===== src/adcrtc_pkg.sv =====
// Constants and carrier types for the converter result and trigger control block.
// Assumes a byte-wide register map reached over a 32-bit APB slave, one word per register.
package adcrtc_pkg;

  // ==========================================================================
  // Register indices (byte address is four times the index)
  localparam logic [9:0] IDX_ANALOG_MISC    = 10'h077;
  localparam logic [9:0] IDX_RESULT_LOW     = 10'h078;
  localparam logic [9:0] IDX_RESULT_HIGH    = 10'h079;
  localparam logic [9:0] IDX_CONTROL_A      = 10'h07A;
  localparam logic [9:0] IDX_CONTROL_B      = 10'h07B;
  localparam logic [9:0] IDX_CHANNEL_SELECT = 10'h07C;
  localparam logic [9:0] IDX_DID_LOW        = 10'h07E;
  localparam logic [9:0] IDX_DID_HIGH       = 10'h07F;

  // ==========================================================================
  // Field positions
  localparam int CTLA_ENABLE_BIT   = 7;
  localparam int CTLA_AUTO_BIT     = 5;
  localparam int CTLA_DONE_BIT     = 4;
  localparam int CTLB_BIPOLAR_BIT  = 7;
  localparam int CTLB_TRIG_LSB     = 0;
  localparam int CHSEL_LEFT_BIT    = 5;
  localparam int MISC_EXT_REF_BIT  = 2;
  localparam int MISC_REF_OUT_BIT  = 1;
  localparam int MISC_ISRC_BIT     = 0;
  localparam int DIDH_LSB          = 4;

  // ==========================================================================
  // Writable-bit masks; reserved bits stay zero
  localparam logic [7:0] CTLB_WMASK  = 8'hF7;
  localparam logic [7:0] CTLA_WMASK  = 8'hA0;
  localparam logic [7:0] CHSEL_WMASK = 8'h20;
  localparam logic [7:0] DIDH_WMASK  = 8'h70;
  localparam logic [7:0] MISC_WMASK  = 8'h07;

  // ==========================================================================
  // Reset values
  localparam logic [7:0] REG_RESET    = 8'h00;
  localparam logic [9:0] RESULT_RESET = 10'h000;
  localparam logic [9:0] RESULT_FULL  = 10'h3FF;

  // ==========================================================================
  // Trigger source codes
  typedef enum logic [2:0] {
    TRIG_FREE_RUN    = 3'h0,
    TRIG_COMPARATOR  = 3'h1,
    TRIG_EXT_INT0    = 3'h2,
    TRIG_T1_CMP_A    = 3'h3,
    TRIG_T1_OVERFLOW = 3'h4,
    TRIG_T1_CMP_B    = 3'h5,
    TRIG_T1_CAPTURE  = 3'h6,
    TRIG_WATCHDOG    = 3'h7
  } adcrtc_trig_type;

  // ==========================================================================
  // Carriers
  typedef struct packed {
    logic       done;
    logic       negative;
    logic [9:0] magnitude;
  } adcrtc_conv_type;

  typedef struct packed {
    logic        psel;
    logic        penable;
    logic        pwrite;
    logic [11:0] paddr;
    logic [31:0] pwdata;
    logic [3:0]  pstrb;
  } adcrtc_apb_req_type;

  typedef struct packed {
    logic        pready;
    logic [31:0] prdata;
    logic        pslverr;
  } adcrtc_apb_rsp_type;

endpackage : adcrtc_pkg


===== src/adcrtc_top.sv =====
// Converter result register, trigger selection and analog pin control.
// Assumes the analog core, trigger flags and APB master all run on CLOCK.
// What this block does
// - Each finished conversion loads the 10-bit result unless the result is locked; both result bytes reset to zero.
// - Reading the low byte freezes the result until the high byte is read.
// - Right adjust: high byte holds bits 9:8 low, low byte holds bits 7:0.
// - Left adjust: high byte holds bits 9:2, low byte holds bits 1:0 on top.
// - Bipolar select clear gives unipolar mode; negative input difference saturates to full scale.
// - Unipolar gives 10-bit unsigned; bipolar gives two's complement, 9 bits plus sign.
// - Control B bit 3 reads zero; software writes zero there.
// - Trigger source field acts only while auto-triggering is enabled.
// - Auto mode starts a conversion on a rising edge of the selected flag.
// - Switching from a clear source to a set source counts as a rising edge.
// - Switching to free running never yields a trigger event.
// - Source codes: free run, comparator, int0, cmp A, overflow, cmp B, capture, watchdog.
// - Pin buffer-off bits for pins 0..10 disable the buffer and force input zero.
// - Disable-high bit 7 and bits 3:0 read zero; software writes zero.
// - Analog misc bits 7:3 read zero; software writes zero.
// - External reference enable takes the reference from the external pin.
// - Reference output enable drives the internal reference onto the output pin.
// - Auto-trigger enable starts conversions on a positive edge of the selected trigger.
// - Done flag sets on result update; cleared by writing one or by vector taken.
`timescale 1ns/10ps
module adcrtc_top
  import adcrtc_pkg::*;
#(
  parameter int NUM_PINS = 11
) (
  // Clock and reset
  input  wire logic                      CLOCK,
  input  wire logic                      ARST_N,
  // APB slave
  input  wire adcrtc_pkg::adcrtc_apb_req_type APB_REQ,
  output      adcrtc_pkg::adcrtc_apb_rsp_type APB_RSP,
  // Analog core
  input  wire adcrtc_pkg::adcrtc_conv_type    CONV_IN,
  output      logic                      CONV_START,
  output      logic                      CONV_ENABLE,
  output      logic                      BIPOLAR_MODE,
  // Trigger sources, flags 1..7
  input  wire logic [7:1]                TRIG_FLAGS,
  input  wire logic                      VECTOR_TAKEN,
  output      logic                      DONE_FLAG,
  // Analog pins
  input  wire logic [NUM_PINS-1:0]       PIN_RAW,
  output      logic [NUM_PINS-1:0]       PIN_VALUE,
  output      logic [NUM_PINS-1:0]       PIN_BUFFER_OFF,
  // Reference control
  output      logic                      EXT_REF_SELECT,
  output      logic                      REF_OUT_ENABLE,
  output      logic                      ISRC_ENABLE
);

  // ==========================================================================
  // Register state
  logic [7:0]          ctla_q;
  logic [7:0]          ctlb_q;
  logic [7:0]          chsel_q;
  logic [7:0]          didl_q;
  logic [7:0]          didh_q;
  logic [7:0]          misc_q;
  logic                done_q;
  logic                lock_q;
  logic [9:0]          result_q;
  logic                pready_q;
  logic [31:0]         prdata_q;
  logic                pslverr_q;
  logic                trig_prev_q;
  logic [2:0]          src_prev_q;
  logic                start_q;
  logic [NUM_PINS-1:0] sync1_q;
  logic [NUM_PINS-1:0] sync2_q;
  logic [NUM_PINS-1:0] sync3_q;
  logic [NUM_PINS-1:0] pin_stable_q;
  logic [NUM_PINS-1:0] pin_value_q;

  // ==========================================================================
  // Functions
  function automatic logic [9:0] format_result(input logic bipolar, input logic negative,
                                               input logic [9:0] magnitude);
    logic [9:0] mag9;
    mag9 = {1'b0, magnitude[8:0]};
    if (!bipolar) begin
      format_result = negative ? RESULT_FULL : magnitude;
    end else begin
      format_result = negative ? 10'(~mag9 + 10'h001) : mag9;
    end
  endfunction : format_result

  function automatic logic [7:0] result_byte(input logic [9:0] res, input logic left,
                                             input logic high);
    if (left) begin
      result_byte = high ? res[9:2] : {res[1:0], 6'h00};
    end else begin
      result_byte = high ? {6'h00, res[9:8]} : res[7:0];
    end
  endfunction : result_byte

  function automatic logic [7:0] merge_byte(input logic [7:0] old, input logic [7:0] wdata,
                                            input logic [7:0] wmask);
    merge_byte = (wdata & wmask) | (old & ~wmask);
  endfunction : merge_byte

  // ==========================================================================
  // Bus decode
  logic [9:0] idx;
  logic       setup;
  logic       access;
  logic       wr_en;
  logic       rd_done;
  logic [7:0] wbyte;
  logic       mapped;
  logic [7:0] rbyte;

  assign idx     = APB_REQ.paddr[11:2];
  assign setup   = APB_REQ.psel && !APB_REQ.penable;
  assign access  = APB_REQ.psel && APB_REQ.penable && pready_q;
  assign wr_en   = access && APB_REQ.pwrite && APB_REQ.pstrb[0] && !pslverr_q;
  assign rd_done = access && !APB_REQ.pwrite && !pslverr_q;
  assign wbyte   = APB_REQ.pwdata[7:0];

  always_comb begin
    mapped = 1'b1;
    case (idx)
      IDX_ANALOG_MISC:    rbyte = misc_q;
      IDX_RESULT_LOW:     rbyte = result_byte(result_q, chsel_q[CHSEL_LEFT_BIT], 1'b0);
      IDX_RESULT_HIGH:    rbyte = result_byte(result_q, chsel_q[CHSEL_LEFT_BIT], 1'b1);
      IDX_CONTROL_A:      rbyte = ctla_q | ({7'h00, done_q} << CTLA_DONE_BIT);
      IDX_CONTROL_B:      rbyte = ctlb_q;
      IDX_CHANNEL_SELECT: rbyte = chsel_q;
      IDX_DID_LOW:        rbyte = didl_q;
      IDX_DID_HIGH:       rbyte = didh_q;
      default: begin
        rbyte  = 8'h00;
        mapped = 1'b0;
      end
    endcase
    if (APB_REQ.paddr[1:0] != 2'h0) begin
      mapped = 1'b0;
    end
  end

  // Answer is prepared in the setup cycle so pready can come from a flip-flop
  always_ff @(posedge CLOCK or negedge ARST_N) begin
    if (!ARST_N) begin
      pready_q  <= 1'b0;
      prdata_q  <= 32'h0000_0000;
      pslverr_q <= 1'b0;
    end else begin
      pready_q  <= setup;
      if (setup) begin
        prdata_q  <= {24'h00_0000, rbyte};
        pslverr_q <= !mapped;
      end else if (access) begin
        prdata_q  <= 32'h0000_0000;
        pslverr_q <= 1'b0;
      end
    end
  end

  // ==========================================================================
  // Software registers; reserved bits are masked on write
  always_ff @(posedge CLOCK or negedge ARST_N) begin
    if (!ARST_N) begin
      ctla_q  <= REG_RESET;
      ctlb_q  <= REG_RESET;
      chsel_q <= REG_RESET;
      didl_q  <= REG_RESET;
      didh_q  <= REG_RESET;
      misc_q  <= REG_RESET;
    end else if (wr_en) begin
      case (idx)
        IDX_CONTROL_A:      ctla_q  <= merge_byte(ctla_q, wbyte, CTLA_WMASK);
        IDX_CONTROL_B:      ctlb_q  <= merge_byte(ctlb_q, wbyte, CTLB_WMASK);
        IDX_CHANNEL_SELECT: chsel_q <= merge_byte(chsel_q, wbyte, CHSEL_WMASK);
        IDX_DID_LOW:        didl_q  <= wbyte;
        IDX_DID_HIGH:       didh_q  <= merge_byte(didh_q, wbyte, DIDH_WMASK);
        IDX_ANALOG_MISC:    misc_q  <= merge_byte(misc_q, wbyte, MISC_WMASK);
        default: begin
        end
      endcase
    end
  end

  // ==========================================================================
  // Result register and read lock
  logic conv_load;
  logic low_read;
  logic high_read;

  assign low_read  = rd_done && (idx == IDX_RESULT_LOW);
  assign high_read = rd_done && (idx == IDX_RESULT_HIGH);
  // A conversion that ends while locked is dropped, keeping both bytes coherent
  assign conv_load = CONV_IN.done && !lock_q;

  always_ff @(posedge CLOCK or negedge ARST_N) begin
    if (!ARST_N) begin
      result_q <= RESULT_RESET;
    end else if (conv_load) begin
      result_q <= format_result(ctlb_q[CTLB_BIPOLAR_BIT], CONV_IN.negative,
                                CONV_IN.magnitude);
    end
  end

  always_ff @(posedge CLOCK or negedge ARST_N) begin
    if (!ARST_N) begin
      lock_q <= 1'b0;
    end else if (high_read) begin
      lock_q <= 1'b0;
    end else if (low_read) begin
      lock_q <= 1'b1;
    end
  end

  // Set wins over either clear in the same cycle
  logic done_clear;

  assign done_clear = VECTOR_TAKEN ||
                      (wr_en && idx == IDX_CONTROL_A && wbyte[CTLA_DONE_BIT]);

  always_ff @(posedge CLOCK or negedge ARST_N) begin
    if (!ARST_N) begin
      done_q <= 1'b0;
    end else if (conv_load) begin
      done_q <= 1'b1;
    end else if (done_clear) begin
      done_q <= 1'b0;
    end
  end

  // ==========================================================================
  // Auto trigger
  logic [2:0] src;
  logic       auto_on;
  logic       trig_level;
  logic       to_free_run;

  assign src         = ctlb_q[CTLB_TRIG_LSB +: 3];
  assign auto_on     = ctla_q[CTLA_AUTO_BIT] && ctla_q[CTLA_ENABLE_BIT];
  assign to_free_run = (src == TRIG_FREE_RUN) && (src_prev_q != TRIG_FREE_RUN);

  always_comb begin
    case (adcrtc_trig_type'(src))
      TRIG_FREE_RUN: trig_level = done_q;
      default:       trig_level = TRIG_FLAGS[src];
    endcase
  end

  // Previous level follows the selected flag, so a source switch is an edge too
  always_ff @(posedge CLOCK or negedge ARST_N) begin
    if (!ARST_N) begin
      trig_prev_q <= 1'b0;
      src_prev_q  <= 3'h0;
      start_q     <= 1'b0;
    end else begin
      trig_prev_q <= trig_level;
      src_prev_q  <= src;
      start_q     <= auto_on && trig_level && !trig_prev_q && !to_free_run;
    end
  end

  // ==========================================================================
  // Pin input sampling; a change counts once stages two and three agree
  always_ff @(posedge CLOCK or negedge ARST_N) begin
    if (!ARST_N) begin
      sync1_q      <= '0;
      sync2_q      <= '0;
      sync3_q      <= '0;
      pin_stable_q <= '0;
      pin_value_q  <= '0;
    end else begin
      sync1_q <= PIN_RAW;
      sync2_q <= sync1_q;
      sync3_q <= sync2_q;
      for (int i = 0; i < NUM_PINS; i++) begin
        if (sync2_q[i] == sync3_q[i]) begin
          pin_stable_q[i] <= sync3_q[i];
        end
      end
      pin_value_q <= pin_stable_q & ~PIN_BUFFER_OFF;
    end
  end

  // ==========================================================================
  // Outputs
  assign APB_RSP.pready  = pready_q;
  assign APB_RSP.prdata  = prdata_q;
  assign APB_RSP.pslverr = pslverr_q;
  assign CONV_START      = start_q;
  assign CONV_ENABLE     = ctla_q[CTLA_ENABLE_BIT];
  assign BIPOLAR_MODE    = ctlb_q[CTLB_BIPOLAR_BIT];
  assign DONE_FLAG       = done_q;
  assign PIN_VALUE       = pin_value_q;
  assign PIN_BUFFER_OFF  = NUM_PINS'({didh_q[DIDH_LSB +: 3], didl_q});
  assign EXT_REF_SELECT  = misc_q[MISC_EXT_REF_BIT];
  assign REF_OUT_ENABLE  = misc_q[MISC_REF_OUT_BIT];
  assign ISRC_ENABLE     = misc_q[MISC_ISRC_BIT];

endmodule : adcrtc_top


===== config.mk =====
export PLATFORM = sky130hd
export DESIGN_NAME = adcrtc_top
export DESIGN_NICKNAME = d
export VERILOG_FILES = /design/src/adcrtc_pkg.sv /design/src/adcrtc_top.sv
export SDC_FILE = /design/constraint.sdc
export NUM_CORES = 1
export LEC_CHECK = 0
export BUFFER_PORTS_ARGS = -buffer_cell sky130_fd_sc_hd__buf_2
export CORE_UTILIZATION = 25
export DETAILED_ROUTE_END_ITERATION = 10
export GPL_TIMING_DRIVEN = 0
export SLEW_MARGIN = 15
export SYNTH_ARGS = -nofsm -noshare
export SYNTH_HDL_FRONTEND = slang
export SYNTH_SLANG_ARGS = --single-unit

===== constraint.sdc =====
create_clock -name CLOCK -period 1.98 [get_ports CLOCK]
set_input_delay 0.396 -clock CLOCK [delete_from_list [all_inputs] [get_ports CLOCK]]
set_output_delay 0.396 -clock CLOCK [all_outputs]
set_load 0.005 [all_outputs]

[Word level (Yosys, flattened, before mapping)]
Index checks and enable logic that the tools add are counted.
Storage, ports and cells
  bits in registers: 154
  input bits: 84
  output and inout bits: 63
  word-level logic and storage cells: 118
Operators by class
  reduce and logical (&&, ||, !) cells: 39
  magnitude comparators: 1
  eq/ne operators: 19
  bitwise logic cells: 9
  mux-type cells: 19
  add/subtract/negate cells: 1
Operators with widths (count)
  $eq 10x7->1 const B: 8
  $mux 32: 2
  $pmux 8 s8: 1
  $mux 10: 3
  $logic_and 1x1->1: 18
  $mux 8: 2
  $reduce_and 2->1: 6
  $and 11x11->11: 1
  $eq 1x1->1: 11
  $not 11->11: 1
  $add 10x1->10 const B: 1
  $mux 1: 10
  $not 9->10: 1
  $or 3x8->8: 1
  $or 6x8->8: 1
  $or 7x8->8: 1
  $or 8x4->8: 1
  $or 8x5->8: 1
  $or 8x7->8: 1
  $reduce_bool 2->1: 4
  $reduce_or 8->1: 1
  $logic_not 1->1: 7
  $lt 3x4->1 const B: 1
  $bmux 1 s3: 1
  3 further kinds: 3

[Depth between registers and ports, before layout]
  word-level depth: 10
  depth in mapped cells: 6
  mapped depth without buffers: 6

[Worst setup path after synthesis]
Ideal clock, no wire load.
  path kind: input-to-reg
  start point: input APB_REQ[45] (netlist name)
  end point: register ctla_q[5]
  setup slack: 194 ps
  arrival: 1659 ps
  required time: 1852 ps
  stages on the path: 4
  path through: nand4b_2 > nor4_4 > or3b_1 > mux2_1
On the way
  word-level cells in the longest chain between the ends: 2
Ends and longest elaborated chain
  start: declaration: RTL line adcrtc_top.sv:33  | input wire adcrtc_pkg::adcrtc_apb_req_type APB_REQ,
  $eq 10x7->1: RTL line adcrtc_top.sv:172  | case (idx)
  $reduce_and 2->1 (no source line)
  end signal: assignment: RTL line adcrtc_top.sv:173  | IDX_CONTROL_A: ctla_q <= merge_byte(ctla_q, wbyte, CTLA_WMASK);
  end: declaration: RTL line adcrtc_top.sv:56  | logic [7:0] ctla_q;
No other way between the ends.
A chain may end at the register's enable or synchronous reset.

[Worst setup path after layout]
  start point: register pslverr_q
  end point: register didh_q[6]
On the way
  word-level cells in the longest chain between the ends: 3
Ends and longest elaborated chain
  start: declaration: RTL line adcrtc_top.sv:67  | logic pslverr_q;
  start signal: assignment: RTL line adcrtc_top.sv:153  | pslverr_q <= !mapped;
  $logic_not 1->1: RTL line adcrtc_top.sv:118  | assign wr_en = access && APB_REQ.pwrite && APB_REQ.pstrb[0] && !pslverr_q;
  $logic_and 1x1->1: RTL line adcrtc_top.sv:118
  $reduce_and 2->1 (no source line)
  end signal: assignment: RTL line adcrtc_top.sv:177  | IDX_DID_HIGH: didh_q <= merge_byte(didh_q, wbyte, DIDH_WMASK);
  end: declaration: RTL line adcrtc_top.sv:60  | logic [7:0] didh_q;
No other way between the ends.

==> impl_metrics.py <==
metrics = {
    "timing": {
        "rsz0062_at_grt": "yes",
        "slew_headroom": 0.626,
        "finalCritPeriodShare": 0.996,
        "worst_slew_pin_slew_ns": 0.557,
        "tns_ns": 0,
        "hold_viol_final": 0,
        "fin_skew_ns": 0.00482,
        "final-setup-viol-count": 0,
        "period_needed_ns": 1.97,
        "drv_slew": 0,
        "fmax_mhz": 507,
    },
    "yosys": {
        "synth_mux_area_frac": 0.105,
        "yosys_most_used_dff": "dfrtp_1",
        "synth_top_family_by_area": "simple AND/OR/NAND/NOR gates",
        "synthCells": 363,
        "synth_area_leader_cell": "dfrtp_1",
        "synth_simple_gate_area_frac": 0.124,
        "netlist-cell-type-count": 55,
        "synthTopCellsByArea": "dfrtp_1 59%, mux2_2 6.5%, buf_4 4.3%",
        "synth_most_common_cell": "dfrtp_1",
        "synthAdderAreaFrac": 0.0273,
        "avgSynthCellArea_um2": 12.4,
        "synth_warnings": 0,
        "postSynth.asyncResetShare": 1.00,
        "synth_area_um2": 4500,
        "synth-edff-count": 0,
        "synthTopCellsByCount": "106 x dfrtp_1, 26 x buf_4, 26 x mux2_2, 26 x nand2_1, 22 x o21ai_0",
        "synth_compound_area_frac": 0.0927,
        "synth-xor-area-share": 0,
        "synth-seq-cells": 106,
        "synth_top_area_share": 0.590,
        "yosysSeqAreaShare": 0.590,
    },
    "critical_path": {
        "critPathCaptureType": "register",
        "slowest_stage": "nor4_2",
        "crit_path_max_incr_delay_ns": 0.51,
        "critPathLaunchType": "register",
        "crit_required_ns": 2.21,
        "crit_end": "didh_q[6]$_DFFE_PN0P_",
        "r2r_start": "pslverr_q$_DFFE_PN0P_",
        "cp.arrival_ns": 2.20,
        "r2r_slack_ns": 0.008,
        "worstSetupStartpoint": "pslverr_q$_DFFE_PN0P_",
        "crit_fanout": 3,
        "path_cells": "nand4b_1 -> nor4_2 -> nand3_1 -> mux2_2",
        "rr_endpoint": "didh_q[6]$_DFFE_PN0P_",
        "critPathKind": "register to register",
        "rr_worst_depth": 4,
    },
    "clocking": {
        "clk_latency_ns": 0.35,
        "cts.sinks": 106,
        "root_buffer": "clkbuf_16",
        "htreeDepth": 3,
        "clk_pin_slew_ns": 0.07,
        "cts_tree": "done",
        "cts_buffers": 9,
        "cts_buffer_depth": 2,
    },
    "global_routing": {
        "grt_pass1_wl_um": 16900,
        "grt_pass1_vias": 3187,
        "grt_max_degree": 80,
        "track_usage": 0.122,
        "antenna_found_initial": 2,
        "grt.overflow.total": 0,
    },
    "drt": {
        "route.met2.wl_um": 5000,
        "wl_met3_um": 869,
        "routedWlPerCell_um": 15.0,
        "first_pass_iters": 4,
        "ant_nets": 0,
        "drtIter0Drc": 136,
        "drc": 0,
        "drt-total-wl_um": 10900,
        "via_count": 3208,
        "met1_length_um": 4850,
        "top_layer": "met5",
        "vias_per_cell": 4.41,
    },
    "die": {
        "fp.dieH_um": 136,
        "core_area_um2": 17400,
        "start_util": 0.258,
        "ios": 147,
        "die_w_um": 136,
        "row_count": 48,
        "fp.dieArea_um2": 18500,
    },
    "power": {
        "power_mw": 4.45,
        "power_leakage_nw": 2.73,
        "vdd_drop_max_v": 0.000592,
        "power_density_nw_per_um2": 775,
    },
    "min_path": {
        "hp-class": "input pin to register",
    },
    "run": {
        "maxCapViolCount": 0,
    },
    "place": {
        "gp_congestion": 0.840,
        "portBuffers": 94,
        "dp.final_hpwl_um": 8240,
        "dp_cells": 706,
    },
    "final_layout": {
        "drive_gt1_frac": 0.367,
        "final_util": 0.330,
        "n_fill_cell": 1767,
        "syn_to_final_growth_pct": 27.8,
        "stdcell_count": 728,
        "nets": 582,
    },
    "outcome": {
        "status": "complete, no violations",
    },
}
## how the worst min path moves through the flow
stage | from | end | slack [ns] | cells past startpoint
floorplan | ARST_N | CONV_START$_DFF_PN0_ | 0.10 | 0
global placement | sync1_q[6]$_DFF_PN0_ | sync2_q[6]$_DFF_PN0_ | 0.33 | 0
detailed placement | ARST_N | sync1_q[8]$_DFF_PN0_ | 0.29 | 1
CTS | PIN_RAW[0] | sync1_q[0]$_DFF_PN0_ | 0.13 | 1
global route | PIN_RAW[0] | sync1_q[0]$_DFF_PN0_ | 0.13 | 1
finish | PIN_RAW[0] | sync1_q[0]$_DFF_PN0_ | 0.15 | 1
## area by class of cell
type / count / area, µm² / share of cell area
sequential: 106 / 2650 / 0.462
multi-input combinational: 234 / 1690 / 0.294
timing repair buffer: 100 / 548 / 0.0954
tap: 225 / 282 / 0.0490
buffer: 40 / 251 / 0.0438
clock buffer: 11 / 243 / 0.0422
clock inverter: 4 / 51.3 / 0.00893
inverter: 6 / 22.5 / 0.00392
antenna: 2 / 5.00 / 0.000871
## what timing repair did
action / CTS / global route
buffers inserted: 0 / 4
endpoints found under the hold margin: 27 / 0
setup endpoints to repair: 10 / 8
hold buffers: 1 / 0
resized for setup: 2 / 7
pin swaps: 0 / 2
## flip-flops by register name, indices dropped and copies added, names as in the netlist, 7 cells and up
register / count
PIN_VALUE: 11
pin_stable_q: 11
sync1_q: 11
sync2_q: 11
sync3_q: 11
result_q: 10
didl_q: 8
prdata_q: 8
ctlb_q: 7
## critical path: cells and delay by family (launching register included)
kind	cells	cell delay (ns)
flops	1	0.39
mux	1	0.34
simple gates	3	1.12
## stage by stage
stage                     hold slack, ns  area [µm²]  setup slack, ns
final                              0.150        5750          0.00778
after detailed placement           0.289        5370           -0.301
after floorplan                    0.100        4580            0.194
after CTS                          0.128        5680           0.0524
after global routing               0.125        5740          -0.0709
after global placement             0.331        5340           -0.643
## where the power goes
part,total [mW],switching [mW],internal [mW]
Clock,1.78,0.765,1.01
Sequential,2.31,0.0468,2.26
Combinational,0.370,0.192,0.177
Total,4.45,1.00,3.45
## cell families (layout without fill, tap and decap cells)
kind of cell    count (synthesis)  in the layout
buf+inv                        46            161
mux                            41             41
fa+ha+maj                      12             12
flops                         106            106
compound gates                 64             64
simple gates                   93             93
other cells                     1             26
## layout by cell type (no fill, tap or decap), types with 6 or more instances in the layout
cell type / netlist / routed
buf_4: 26 / 29
nand2b_1: 8 / 8
dfrtp_1: 106 / 106
buf_2: 3 / 96
or3_1: 6 / 6
conb_1: 1 / 24
a31oi_1: 6 / 6
nor2_1: 6 / 6
nor2b_1: 14 / 14
clkbuf_1: 11 / 12
a22oi_1: 6 / 6
clkbuf_16: 0 / 9
mux2_2: 26 / 26
o21ai_0: 22 / 22
a21oi_1: 6 / 6
inv_1: 6 / 6
nand2_1: 26 / 24
mux2i_1: 11 / 11
maj3_1: 11 / 11
## metal layers
layer | vias to the layer above | GRT usage
met3 | 16 | 0.0459
met5 | - | 0
li1 | 1525 | -
met4 | 2 | 0.0383
met1 | 1553 | 0.158
met2 | 112 | 0.189
No activity file was read; power rests on OpenSTA's default activity.
